[src/logic/rsd_defines.svh]
// offsets, field positions, reset values and timing counts of the sequence-delay block
`ifndef RSD_DEFINES_SVH
`define RSD_DEFINES_SVH

// register offsets
`define RSD_OFF_RAIL_B_DELAY 8'h0a
`define RSD_OFF_STEP_UP_DELAY 8'h0b
`define RSD_OFF_OUT_A_DELAY 8'h0c
`define RSD_OFF_OUT_B_DELAY 8'h0d
`define RSD_OFF_OUT_C_DELAY 8'h0e
`define RSD_OFF_DRIVE_CTRL 8'h0f
`define RSD_OFF_SEQ_STATUS 8'h20

// reset values
`define RSD_RST_DELAY 8'h00
`define RSD_RST_DRIVE 8'haa

// delay register fields
`define RSD_OFF_CODE_HI 7
`define RSD_OFF_CODE_LO 4
`define RSD_ON_CODE_HI 3
`define RSD_ON_CODE_LO 0

// drive control fields, relative to the output's nibble
`define RSD_DRV_LEVEL 0
`define RSD_DRV_GATE_LO 1
`define RSD_DRV_GATE_HI 2
`define RSD_DRV_DRAIN 3
`define RSD_DRV_NIBBLE_W 4

// gating field values
`define RSD_GATE_NONE 2'h0
`define RSD_GATE_EN1 2'h1
`define RSD_GATE_EN2 2'h2
`define RSD_GATE_EN3 2'h3

// channel indices, also offset minus the first delay offset
`define RSD_NCHAN 5
`define RSD_CH_RAIL_B 0
`define RSD_CH_STEP_UP 1
`define RSD_CH_OUT_A 2
`define RSD_CH_OUT_B 3
`define RSD_CH_OUT_C 4
`define RSD_NDRIVE 2

// timing: one code step is 0.5 ms, the wide range doubles it
`define RSD_STEP_US 500
`define RSD_CLK_PERIOD_NS 4
`define RSD_STEP_CYC ((`RSD_STEP_US * 1000) / `RSD_CLK_PERIOD_NS)

`endif

[src/logic/rsd_pkg.sv]
// types shared by the sequence-delay block
package rsd_pkg;
	typedef logic [7:0] rsd_byte_t;
	typedef logic [3:0] rsd_code_t;
	typedef logic [4:0] rsd_steps_t;
	typedef enum logic [1:0] {
		RSD_ST_OFF,
		RSD_ST_WAIT_ON,
		RSD_ST_ON,
		RSD_ST_WAIT_OFF
	} rsd_chan_state_e;
endpackage

[src/logic/rsd_if.sv]
// carriers between the top and the per-channel delay and drive modules
`timescale 1ns/1ps
`default_nettype none

// one sequenced channel
interface rsd_seq_if;
	logic ctrl;
	rsd_pkg::rsd_code_t on_code;
	rsd_pkg::rsd_code_t off_code;
	logic range_sel;
	logic tick;
	logic active;
	modport ctl (output ctrl, output on_code, output off_code, output range_sel,
		output tick, input active);
	modport chan (input ctrl, input on_code, input off_code, input range_sel,
		input tick, output active);
endinterface

// one general-purpose output pin
interface rsd_drive_if;
	logic level;
	logic [1:0] gate;
	logic [3:1] en_pins;
	logic drain_sel;
	logic delayed;
	logic bypass;
	logic bypass_level;
	logic gated;
	logic pin_o;
	logic pin_oe;
	modport ctl (output level, output gate, output en_pins, output drain_sel,
		output delayed, output bypass, output bypass_level,
		input gated, input pin_o, input pin_oe);
	modport drv (input level, input gate, input en_pins, input drain_sel,
		input delayed, input bypass, input bypass_level,
		output gated, output pin_o, output pin_oe);
endinterface

`default_nettype wire

[src/logic/rsd_delay_chan.sv]
// start-up and shutdown delay timer for one sequenced channel
`timescale 1ns/1ps
`default_nettype none

module rsd_delay_chan (
	input wire logic mclk,
	input wire logic rst,
	rsd_seq_if.chan seq
);
	rsd_pkg::rsd_chan_state_e state_reg;
	rsd_pkg::rsd_steps_t count_reg;
	rsd_pkg::rsd_steps_t on_steps;
	rsd_pkg::rsd_steps_t off_steps;

	// one tick is one code step; wide range counts two per code
	assign on_steps = seq.range_sel ? {seq.on_code, 1'b0} : {1'b0, seq.on_code};
	assign off_steps = seq.range_sel ? {seq.off_code, 1'b0} : {1'b0, seq.off_code};

	// sequencing state and delay count
	always_ff @(posedge mclk) begin
		if (rst) begin
			state_reg <= rsd_pkg::RSD_ST_OFF;
			count_reg <= '0;
		end else begin
			unique case (state_reg)
				rsd_pkg::RSD_ST_OFF: begin
					if (seq.ctrl) begin
						// rising edge starts the on delay
						count_reg <= on_steps;
						state_reg <= (on_steps == '0) ? rsd_pkg::RSD_ST_ON
							: rsd_pkg::RSD_ST_WAIT_ON;
					end
				end
				rsd_pkg::RSD_ST_WAIT_ON: begin
					if (!seq.ctrl) begin
						state_reg <= rsd_pkg::RSD_ST_OFF;
					end else if (seq.tick) begin
						count_reg <= count_reg - 5'h01;
						if (count_reg == 5'h01) begin
							state_reg <= rsd_pkg::RSD_ST_ON;
						end
					end
				end
				rsd_pkg::RSD_ST_ON: begin
					if (!seq.ctrl) begin
						// falling edge starts the off delay, zero code acts at once
						count_reg <= off_steps;
						state_reg <= (off_steps == '0) ? rsd_pkg::RSD_ST_OFF
							: rsd_pkg::RSD_ST_WAIT_OFF;
					end
				end
				rsd_pkg::RSD_ST_WAIT_OFF: begin
					if (seq.ctrl) begin
						state_reg <= rsd_pkg::RSD_ST_ON;
					end else if (seq.tick) begin
						count_reg <= count_reg - 5'h01;
						if (count_reg == 5'h01) begin
							state_reg <= rsd_pkg::RSD_ST_OFF;
						end
					end
				end
			endcase
		end
	end

	// channel is on while on or waiting to shut down
	assign seq.active = (state_reg == rsd_pkg::RSD_ST_ON)
		|| (state_reg == rsd_pkg::RSD_ST_WAIT_OFF);
endmodule

`default_nettype wire

[src/logic/rsd_out_drive.sv]
// enable-pin gating and drive type of one general-purpose output
`timescale 1ns/1ps
`default_nettype none

`include "rsd_defines.svh"

module rsd_out_drive (
	rsd_drive_if.drv d
);
	logic pin_level;

	// level bit, optionally ANDed with one enable pin
	always_comb begin
		unique case (d.gate)
			`RSD_GATE_NONE: d.gated = d.level;
			`RSD_GATE_EN1: d.gated = d.level & d.en_pins[1];
			`RSD_GATE_EN2: d.gated = d.level & d.en_pins[2];
			`RSD_GATE_EN3: d.gated = d.level & d.en_pins[3];
		endcase
	end

	// shared-pin function bypasses the sequenced level
	assign pin_level = d.bypass ? d.bypass_level : d.delayed;

	// push-pull drives both levels, open drain only pulls low
	assign d.pin_o = d.drain_sel ? 1'b0 : pin_level;
	assign d.pin_oe = d.drain_sel ? !pin_level : 1'b1;
endmodule

`default_nettype wire

[src/logic/rsd_seq_top.sv]
// rail and output sequence delays with general-purpose output control
`timescale 1ns/1ps
`default_nettype none

`include "rsd_defines.svh"

module rsd_seq_top #(
	parameter int STEP_CYCLES = `RSD_STEP_CYC
) (
	input wire logic mclk,
	input wire logic rst,
	input wire logic reg_wr,
	input wire logic [7:0] reg_addr,
	input wire logic [7:0] reg_wdata,
	output logic [7:0] reg_rdata,
	input wire logic [39:0] otp_delay_defaults,
	input wire logic [7:0] otp_drive_default,
	input wire logic enable_pin_one,
	input wire logic enable_pin_two,
	input wire logic enable_pin_three,
	input wire logic startup_delay_sel,
	input wire logic rail_b_ctrl,
	input wire logic step_up_ctrl,
	input wire logic out_c_ctrl,
	input wire logic out_b_is_gpo,
	input wire logic power_good_b,
	output logic step_down_rail_b_on,
	output logic step_up_on,
	output logic general_out_c,
	output logic general_out_a_o,
	output logic general_out_a_oe,
	output logic general_out_b_o,
	output logic general_out_b_oe
);

	////////////////////////////////////////////////////////////////////////////
	// declarations

	// delay registers in channel order, offsets 0xa upward
	rsd_pkg::rsd_byte_t delay_reg [`RSD_NCHAN];
	rsd_pkg::rsd_byte_t drive_ctrl_reg;
	logic otp_load_pending_reg;
	logic [16:0] step_cnt_reg;
	logic step_tick_reg;
	logic [`RSD_NCHAN-1:0] ctrl_src;
	logic [`RSD_NCHAN-1:0] chan_active;
	logic [`RSD_NDRIVE-1:0] drv_gated;
	logic [`RSD_NDRIVE-1:0] drv_pin_o;
	logic [`RSD_NDRIVE-1:0] drv_pin_oe;
	rsd_pkg::rsd_byte_t rdata_next;
	logic [7:0] delay_index;

	rsd_seq_if seq [`RSD_NCHAN] ();
	rsd_drive_if drv [`RSD_NDRIVE] ();

	////////////////////////////////////////////////////////////////////////////
	// default store load

	// pending flag set in reset, cleared by the first cycle after release
	always_ff @(posedge mclk) begin
		if (rst) begin
			otp_load_pending_reg <= 1'b1;
		end else begin
			otp_load_pending_reg <= 1'b0;
		end
	end

	////////////////////////////////////////////////////////////////////////////
	// register file

	// index of a delay register from its offset
	assign delay_index = reg_addr - `RSD_OFF_RAIL_B_DELAY;

	// delay registers: reset to zero, then store defaults, then host writes
	always_ff @(posedge mclk) begin
		for (int i = 0; i < `RSD_NCHAN; i++) begin
			if (rst) begin
				delay_reg[i] <= `RSD_RST_DELAY;
			end else if (otp_load_pending_reg) begin
				delay_reg[i] <= otp_delay_defaults[i*8 +: 8];
			end else if (reg_wr && (reg_addr >= `RSD_OFF_RAIL_B_DELAY)
				&& (reg_addr <= `RSD_OFF_OUT_C_DELAY)
				&& (delay_index == 8'(i))) begin
				delay_reg[i] <= reg_wdata;
			end
		end
	end

	// output drive control register
	always_ff @(posedge mclk) begin
		if (rst) begin
			drive_ctrl_reg <= `RSD_RST_DRIVE;
		end else if (otp_load_pending_reg) begin
			drive_ctrl_reg <= otp_drive_default;
		end else if (reg_wr && (reg_addr == `RSD_OFF_DRIVE_CTRL)) begin
			drive_ctrl_reg <= reg_wdata;
		end
	end

	// read mux; unmapped offsets read zero
	always_comb begin
		rdata_next = 8'h00;
		if ((reg_addr >= `RSD_OFF_RAIL_B_DELAY) && (reg_addr <= `RSD_OFF_OUT_C_DELAY)) begin
			rdata_next = delay_reg[delay_index[2:0]];
		end else if (reg_addr == `RSD_OFF_DRIVE_CTRL) begin
			rdata_next = drive_ctrl_reg;
		end else if (reg_addr == `RSD_OFF_SEQ_STATUS) begin
			rdata_next = {3'h0, chan_active};
		end
	end

	// read data registered, one cycle after the address
	always_ff @(posedge mclk) begin
		if (rst) begin
			reg_rdata <= 8'h00;
		end else begin
			reg_rdata <= rdata_next;
		end
	end

	////////////////////////////////////////////////////////////////////////////
	// step time base

	// free-running divider, one-cycle tick per half-ms step
	always_ff @(posedge mclk) begin
		if (rst) begin
			step_cnt_reg <= '0;
			step_tick_reg <= 1'b0;
		end else if (step_cnt_reg == 17'(STEP_CYCLES - 1)) begin
			step_cnt_reg <= '0;
			step_tick_reg <= 1'b1;
		end else begin
			step_cnt_reg <= step_cnt_reg + 17'h00001;
			step_tick_reg <= 1'b0;
		end
	end

	////////////////////////////////////////////////////////////////////////////
	// control sources of the sequenced channels

	// outputs a and b are sequenced from their gated level
	always_comb begin
		ctrl_src = '0;
		ctrl_src[`RSD_CH_RAIL_B] = rail_b_ctrl;
		ctrl_src[`RSD_CH_STEP_UP] = step_up_ctrl;
		ctrl_src[`RSD_CH_OUT_A] = drv_gated[0];
		ctrl_src[`RSD_CH_OUT_B] = drv_gated[1];
		ctrl_src[`RSD_CH_OUT_C] = out_c_ctrl;
	end

	////////////////////////////////////////////////////////////////////////////
	// delay channels

	generate
		for (genvar c = 0; c < `RSD_NCHAN; c++) begin : g_chan
			// codes and range to the channel timer
			assign seq[c].ctrl = ctrl_src[c];
			assign seq[c].off_code = delay_reg[c][`RSD_OFF_CODE_HI:`RSD_OFF_CODE_LO];
			assign seq[c].on_code = delay_reg[c][`RSD_ON_CODE_HI:`RSD_ON_CODE_LO];
			assign seq[c].range_sel = startup_delay_sel;
			assign seq[c].tick = step_tick_reg;
			assign chan_active[c] = seq[c].active;

			rsd_delay_chan u_chan (
				.mclk(mclk),
				.rst(rst),
				.seq(seq[c])
			);
		end
	endgenerate

	////////////////////////////////////////////////////////////////////////////
	// general-purpose output drive

	generate
		for (genvar d = 0; d < `RSD_NDRIVE; d++) begin : g_drive
			localparam int BASE = d * `RSD_DRV_NIBBLE_W;
			// level bit 0 for a, bit 4 for b
			assign drv[d].level = drive_ctrl_reg[BASE + `RSD_DRV_LEVEL];
			// gating field bits 2-1 for a, 6-5 for b
			assign drv[d].gate = drive_ctrl_reg[BASE + `RSD_DRV_GATE_HI:
				BASE + `RSD_DRV_GATE_LO];
			// drain select bit 3 for a, 7 for b
			assign drv[d].drain_sel = drive_ctrl_reg[BASE + `RSD_DRV_DRAIN];
			assign drv[d].en_pins = {enable_pin_three, enable_pin_two, enable_pin_one};
			assign drv[d].delayed = chan_active[`RSD_CH_OUT_A + d];
			assign drv_gated[d] = drv[d].gated;
			assign drv_pin_o[d] = drv[d].pin_o;
			assign drv_pin_oe[d] = drv[d].pin_oe;

			rsd_out_drive u_drive (
				.d(drv[d])
			);
		end
	endgenerate

	// output a has no shared function
	assign drv[0].bypass = 1'b0;
	assign drv[0].bypass_level = 1'b0;

	// output b shows power-good unless set to general output
	assign drv[1].bypass = !out_b_is_gpo;
	assign drv[1].bypass_level = power_good_b;

	////////////////////////////////////////////////////////////////////////////
	// registered outputs

	// rail enables and plain output c
	always_ff @(posedge mclk) begin
		if (rst) begin
			step_down_rail_b_on <= 1'b0;
			step_up_on <= 1'b0;
			general_out_c <= 1'b0;
		end else begin
			step_down_rail_b_on <= chan_active[`RSD_CH_RAIL_B];
			step_up_on <= chan_active[`RSD_CH_STEP_UP];
			general_out_c <= chan_active[`RSD_CH_OUT_C];
		end
	end

	// pin drive of outputs a and b; reset leaves both pins released
	always_ff @(posedge mclk) begin
		if (rst) begin
			general_out_a_o <= 1'b0;
			general_out_a_oe <= 1'b0;
			general_out_b_o <= 1'b0;
			general_out_b_oe <= 1'b0;
		end else begin
			general_out_a_o <= drv_pin_o[0];
			general_out_a_oe <= drv_pin_oe[0];
			general_out_b_o <= drv_pin_o[1];
			general_out_b_oe <= drv_pin_oe[1];
		end
	end

endmodule

`default_nettype wire

[config.mk]
export PLATFORM = sky130hd
export DESIGN_NAME = rsd_seq_top
export DESIGN_NICKNAME = d
export VERILOG_FILES = /design/src/logic/rsd_pkg.sv /design/src/logic/rsd_if.sv /design/src/logic/rsd_delay_chan.sv /design/src/logic/rsd_out_drive.sv /design/src/logic/rsd_seq_top.sv
export VERILOG_INCLUDE_DIRS = /design/src /design/src/logic
export SDC_FILE = /design/constraint.sdc
export NUM_CORES = 1
export LEC_CHECK = 0
export ABC_AREA = 1
export BUFFER_PORTS_ARGS = -buffer_cell sky130_fd_sc_hd__buf_2
export CAP_MARGIN = 20
export CORE_ASPECT_RATIO = 2
export CORE_MARGIN = 4
export CORE_UTILIZATION = 30
export CTS_CLUSTER_DIAMETER = 100
export DETAILED_ROUTE_END_ITERATION = 10
export GPL_TIMING_DRIVEN = 1
export SLEW_MARGIN = 10
export SYNTH_ARGS = -nofsm -noshare
export SYNTH_HDL_FRONTEND = slang
export SYNTH_SLANG_ARGS = --single-unit
[constraint.sdc]
create_clock -name mclk -period 4.8 [get_ports mclk]
set_input_delay 0.24 -clock mclk [delete_from_list [all_inputs] [get_ports mclk]]
set_output_delay 0.24 -clock mclk [all_outputs]
set_load 0.01 [all_outputs]
==> flow_summary.html <==
<table>
<tr><th>Metric</th><th>Value</th></tr>
<tr><th colspan="2">Run status</th></tr>
<tr><td>Result of the run</td><td>finished clean</td></tr>
<tr><th colspan="2">Routing</th></tr>
<tr><td>Number of vias after detailed routing</td><td>~7000</td></tr>
<tr><td>Number of design rule violations left after detail routing</td><td>0</td></tr>
<tr><td>Total Wirelength</td><td>around 23000 um</td></tr>
<tr><td>Routed WL per cell</td><td>15.97 um</td></tr>
<tr><td>Detailed-routing iteration count for the pre-antenna-repair pass</td><td>5</td></tr>
<tr><td>Count of antenna-violating nets left after detailed routing</td><td>0</td></tr>
<tr><td>Number of design-rule violations left by the first detailed-router iteration</td><td>between 400 and 500</td></tr>
<tr><td>Vias per std cell</td><td>just over 5</td></tr>
<tr><th colspan="2">Logic synthesis</th></tr>
<tr><td>Netlist area before placement</td><td>7112 um^2</td></tr>
<tr><td>Cells after Synth</td><td>a little over 1000</td></tr>
<tr><td>Sequential area share after synthesis</td><td>roughly 39%</td></tr>
<tr><td>Synthesis-stage register bit count</td><td>roughly 120</td></tr>
<tr><td>Number of warning messages in the yosys log</td><td>0</td></tr>
<tr><td>Cell types occupying the most area after synthesis</td><td>sky130_fd_sc_hd__dfxtp_1 22%, sky130_fd_sc_hd__edfxtp_1 17%, sky130_fd_sc_hd__nand2_1 15%, sky130_fd_sc_hd__nand3_1 7.3%, sky130_fd_sc_hd__inv_1 6.5%</td></tr>
<tr><td>Post-synthesis async set-or-reset flop share</td><td>0%</td></tr>
<tr><td>Yosys cell types</td><td>47</td></tr>
<tr><td>Post-Syn Area per Cell</td><td>slightly below 7 um^2</td></tr>
<tr><td>Dominant cell type by area after synthesis</td><td>sky130_fd_sc_hd__dfxtp_1</td></tr>
<tr><td>Portion of synthesized cell area occupied by the leading cell type</td><td>21.67%</td></tr>
<tr><td>Number of synthesized flops with an enable pin</td><td>40</td></tr>
<tr><td>Primary FF master, synth</td><td>sky130_fd_sc_hd__dfxtp_1</td></tr>
<tr><td>Post-synth net total</td><td>around 1100</td></tr>
<tr><th colspan="2">Timing</th></tr>
<tr><td>Clock skew after layout</td><td>between 0.01 and 0.015 ns</td></tr>
<tr><td>Worst hold slack</td><td>between 0.06 and 0.07 ns</td></tr>
<tr><td>Minimum clock period</td><td>2.349 ns</td></tr>
<tr><td>Setup TNS Final</td><td>0 ns</td></tr>
<tr><td>Pins Over Slew Limit</td><td>0</td></tr>
<tr><td>Total count of hold-check failures in the final report</td><td>0</td></tr>
<tr><td>Period utilization</td><td>a little under 50%</td></tr>
<tr><td>RSZ-0062 raised after global routing</td><td>false</td></tr>
<tr><td>Worst slew slack as a fraction of its limit</td><td>a little under three fifths</td></tr>
<tr><td>Peak clock frequency supported by timing</td><td>between 400 and 500 MHz</td></tr>
<tr><td>Worst Max-Slew Pin Slew</td><td>about 0.65 ns</td></tr>
<tr><td>Number of setup violations in the final report</td><td>0</td></tr>
<tr><th colspan="2">Cells and area</th></tr>
<tr><td>Filler cell count</td><td>~2500</td></tr>
<tr><td>Net count reported at finish</td><td>1204</td></tr>
<tr><td>Layout cell share with drive strength beyond 1</td><td>about an eighth</td></tr>
<tr><td>Antenna diode instance count</td><td>0</td></tr>
<tr><td>Max FFs per register</td><td>40</td></tr>
<tr><td>Synth-to-Final Area Change</td><td>17.91%</td></tr>
<tr><th colspan="2">Power</th></tr>
<tr><td>Static Leak</td><td>roughly 3.7 nW</td></tr>
<tr><td>Power per Cell Area</td><td>between 400 and 500 nW/um^2</td></tr>
<tr><td>Worst vdd ir</td><td>just over 0.2 mV</td></tr>
<tr><th colspan="2">Place</th></tr>
<tr><td>Buffers on Ports</td><td>90</td></tr>
<tr><td>GPL Wtd Cong</td><td>0.9268</td></tr>
<tr><td>Half-perimeter wire length after detailed placement</td><td>approximately 18000 um</td></tr>
<tr><th colspan="2">Floorplanning</th></tr>
<tr><td>Die area</td><td>26380 um^2</td></tr>
<tr><td>Number of top-level pins</td><td>between 90 and 100</td></tr>
<tr><td>Row Count</td><td>79</td></tr>
<tr><td>Chip Height</td><td>between 200 and 250 um</td></tr>
<tr><td>Starting density of the core</td><td>between 30% and 40%</td></tr>
<tr><td>Die span in x</td><td>between 100 and 150 um</td></tr>
<tr><td>Core region area</td><td>between 20000 and 25000 um^2</td></tr>
<tr><th colspan="2">Clock tree</th></tr>
<tr><td>Clk buf depth</td><td>2</td></tr>
<tr><td>Clock root buffer master</td><td>sky130_fd_sc_hd__clkbuf_16</td></tr>
<tr><td>Number of cells upsized or downsized after cts</td><td>0</td></tr>
<tr><td>Number of hold buffers added after CTS</td><td>0</td></tr>
<tr><td>Number of clock buffers inserted by TritonCTS</td><td>17</td></tr>
<tr><td>Buffer count from post-CTS setup fixing</td><td>0</td></tr>
<tr><td>Depth of the CTS H-tree</td><td>4</td></tr>
<tr><td>Clock-pin slew reported for the worst setup and hold paths after clock tree synthesis</td><td>0.06 ns</td></tr>
<tr><td>Clock latency reported for the late side of the worst-skew pair</td><td>~0.43 ns</td></tr>
<tr><td>Sinks on Clock Net</td><td>117</td></tr>
<tr><td>TritonCTS clock tree</td><td>built</td></tr>
<tr><th colspan="2">Global routing</th></tr>
<tr><td>Vias in the first global route</td><td>6887</td></tr>
<tr><td>GRT overflow</td><td>0</td></tr>
<tr><td>Largest net degree at the start of global routing</td><td>44</td></tr>
<tr><td>Antenna violations before repair</td><td>0</td></tr>
<tr><td>Global-route usage over all layers</td><td>between 15 and 20%</td></tr>
<tr><td>First-pass GRT wire length</td><td>around 35000 um</td></tr>
<tr><th colspan="2">Run</th></tr>
<tr><td>Max-cap check violation count</td><td>0</td></tr>
<tr><th colspan="2">Worst setup path</th></tr>
<tr><td>Reg-to-reg slack, setup</td><td>~2.5 ns</td></tr>
<tr><td>Worst EP arrival</td><td>between 2 and 2.5 ns</td></tr>
<tr><td>Endpoint of the most critical register-to-register path</td><td>delay_reg[1][7]</td></tr>
<tr><td>Crit. End Element</td><td>flop</td></tr>
<tr><td>Top fanout value on the critical path</td><td>36</td></tr>
<tr><td>Worst R2R Start</td><td>otp_load_pending_reg</td></tr>
<tr><td>Kind of start point of the critical path</td><td>flop</td></tr>
<tr><td>Required time at the worst-slack endpoint</td><td>4.89 ns</td></tr>
<tr><td>Reg2Reg Depth</td><td>5</td></tr>
<tr><td>Class of the most critical setup path</td><td>flop to flop</td></tr>
<tr><th colspan="2">Worst hold path</th></tr>
<tr><td>Hold Crit Endpoint</td><td>drive_ctrl_reg[1]</td></tr>
<tr><td>Count of cells along the worst hold path</td><td>3</td></tr>
<tr><td>Class of the worst hold path</td><td>primary input to flop</td></tr>
<tr><td>Startpoint of the worst hold path</td><td>otp_drive_default[1]</td></tr>
</table>
==> metrics by stage <==
step | worst slack, ns | util [%] | std cells | power [mW] | instance area (um^2)
after floorplan | 2.873 | - | 1037 | 2.162 | 7112
after global placement | 2.369 | 33.28 | 1379 | 2.470 | 7764
after detailed placement | 2.319 | 33.28 | 1379 | 2.478 | 7764
after CTS | 2.445 | 35.95 | 1411 | 3.812 | 8386
after global routing | 2.325 | 35.95 | 1411 | 4.038 | 8386
final | 2.451 | 35.95 | 1411 | 3.784 | 8386
==> worst max-delay path, stage by stage, from the launching register on <==
cell	delay [ns]
sky130_fd_sc_hd__dfxtp_1	0.44
sky130_fd_sc_hd__nor2_1	0.57
sky130_fd_sc_hd__nand4_4	0.21
sky130_fd_sc_hd__nor2_8	0.40
sky130_fd_sc_hd__nand2_1	0.09
sky130_fd_sc_hd__nand2_1	0.28
==> layout by cell type, fill, tap and decap left out, types with 8 or more instances in the layout <==
cell                        Yosys  routed
sky130_fd_sc_hd__a21oi_1       48      48
sky130_fd_sc_hd__a31oi_1       13      13
sky130_fd_sc_hd__buf_2          7      90
sky130_fd_sc_hd__clkbuf_16      0      19
sky130_fd_sc_hd__dfxtp_1       77      77
sky130_fd_sc_hd__edfxtp_1      40      40
sky130_fd_sc_hd__ha_1          13      13
sky130_fd_sc_hd__inv_1        124     124
sky130_fd_sc_hd__nand2_1      285     285
sky130_fd_sc_hd__nand3_1      104     104
sky130_fd_sc_hd__nand4_1       22      22
sky130_fd_sc_hd__nor2_1       108     107
sky130_fd_sc_hd__nor2_2         7       8
sky130_fd_sc_hd__nor3_1        15      15
sky130_fd_sc_hd__o211ai_1      21      21
sky130_fd_sc_hd__o21ai_0       64      64
sky130_fd_sc_hd__o22ai_1        9       9
==> layout make-up <==
class	count	area (um^2)	share of cell area, %
well taps	283	354.1	4.223
clock buffers	21	503.0	5.998
repair buffers	93	473.0	5.640
flip-flops and latches	117	2743	32.71
inverters	127	476.7	5.685
multi-input cells	759	3717	44.33
clock inverters	11	118.9	1.417
==> worst max path at each step <==
| stage | endpoint | depth (start not counted) | from |
|---|---|---|---|
| 5_1_grt | delay_reg[1][4] | 5 | otp_load_pending_reg |
| 3_5_place_dp | delay_reg[1][2] | 6 | rst |
| 3_3_place_gp | delay_reg[1][1] | 6 | rst |
| 6_report | delay_reg[1][7] | 5 | otp_load_pending_reg |
| 4_1_cts | delay_reg[1][7] | 5 | otp_load_pending_reg |
| 2_1_floorplan | delay_reg[4][0] | 12 | reg_addr[2] |
==> Yosys cell counts (13+ instances only) <==
cell and count:
sky130_fd_sc_hd__nand2_1 285, sky130_fd_sc_hd__inv_1 124, sky130_fd_sc_hd__nor2_1 108, sky130_fd_sc_hd__nand3_1 104
sky130_fd_sc_hd__dfxtp_1 77, sky130_fd_sc_hd__o21ai_0 64, sky130_fd_sc_hd__a21oi_1 48, sky130_fd_sc_hd__edfxtp_1 40
sky130_fd_sc_hd__nand4_1 22, sky130_fd_sc_hd__o211ai_1 21, sky130_fd_sc_hd__clkbuf_1 19, sky130_fd_sc_hd__nor3_1 15
sky130_fd_sc_hd__a31oi_1 13, sky130_fd_sc_hd__ha_1 13
==> power breakdown <==
part           internal [mW]  total [mW]  switching, mW  leakage [nW]
logic                  0.393        1.12          0.727          2.31
registers               1.18        1.34          0.162          1.08
clock network          0.850        1.32          0.469         0.305
==> cells by family after synthesis <==
group	count (synthesis)	share of synthesized area (%)
flops	117	38.56
buf+inv	161	9.201
compound gates	176	14.48
mux	3	0.4223
fa+ha+maj	13	2.287
simple gates	560	34.18
xor+xnor	7	0.8621
==> layer usage <==
layer,part of all wire (%),GRT usage [%],wire length [um]
met5,0,0,0
met4,5.2,10.52,1173
met1,38,18.05,8533
met3,3.6,3.647,814
met2,53,31.58,12010
No activity file was read; power rests on OpenSTA's default activity.
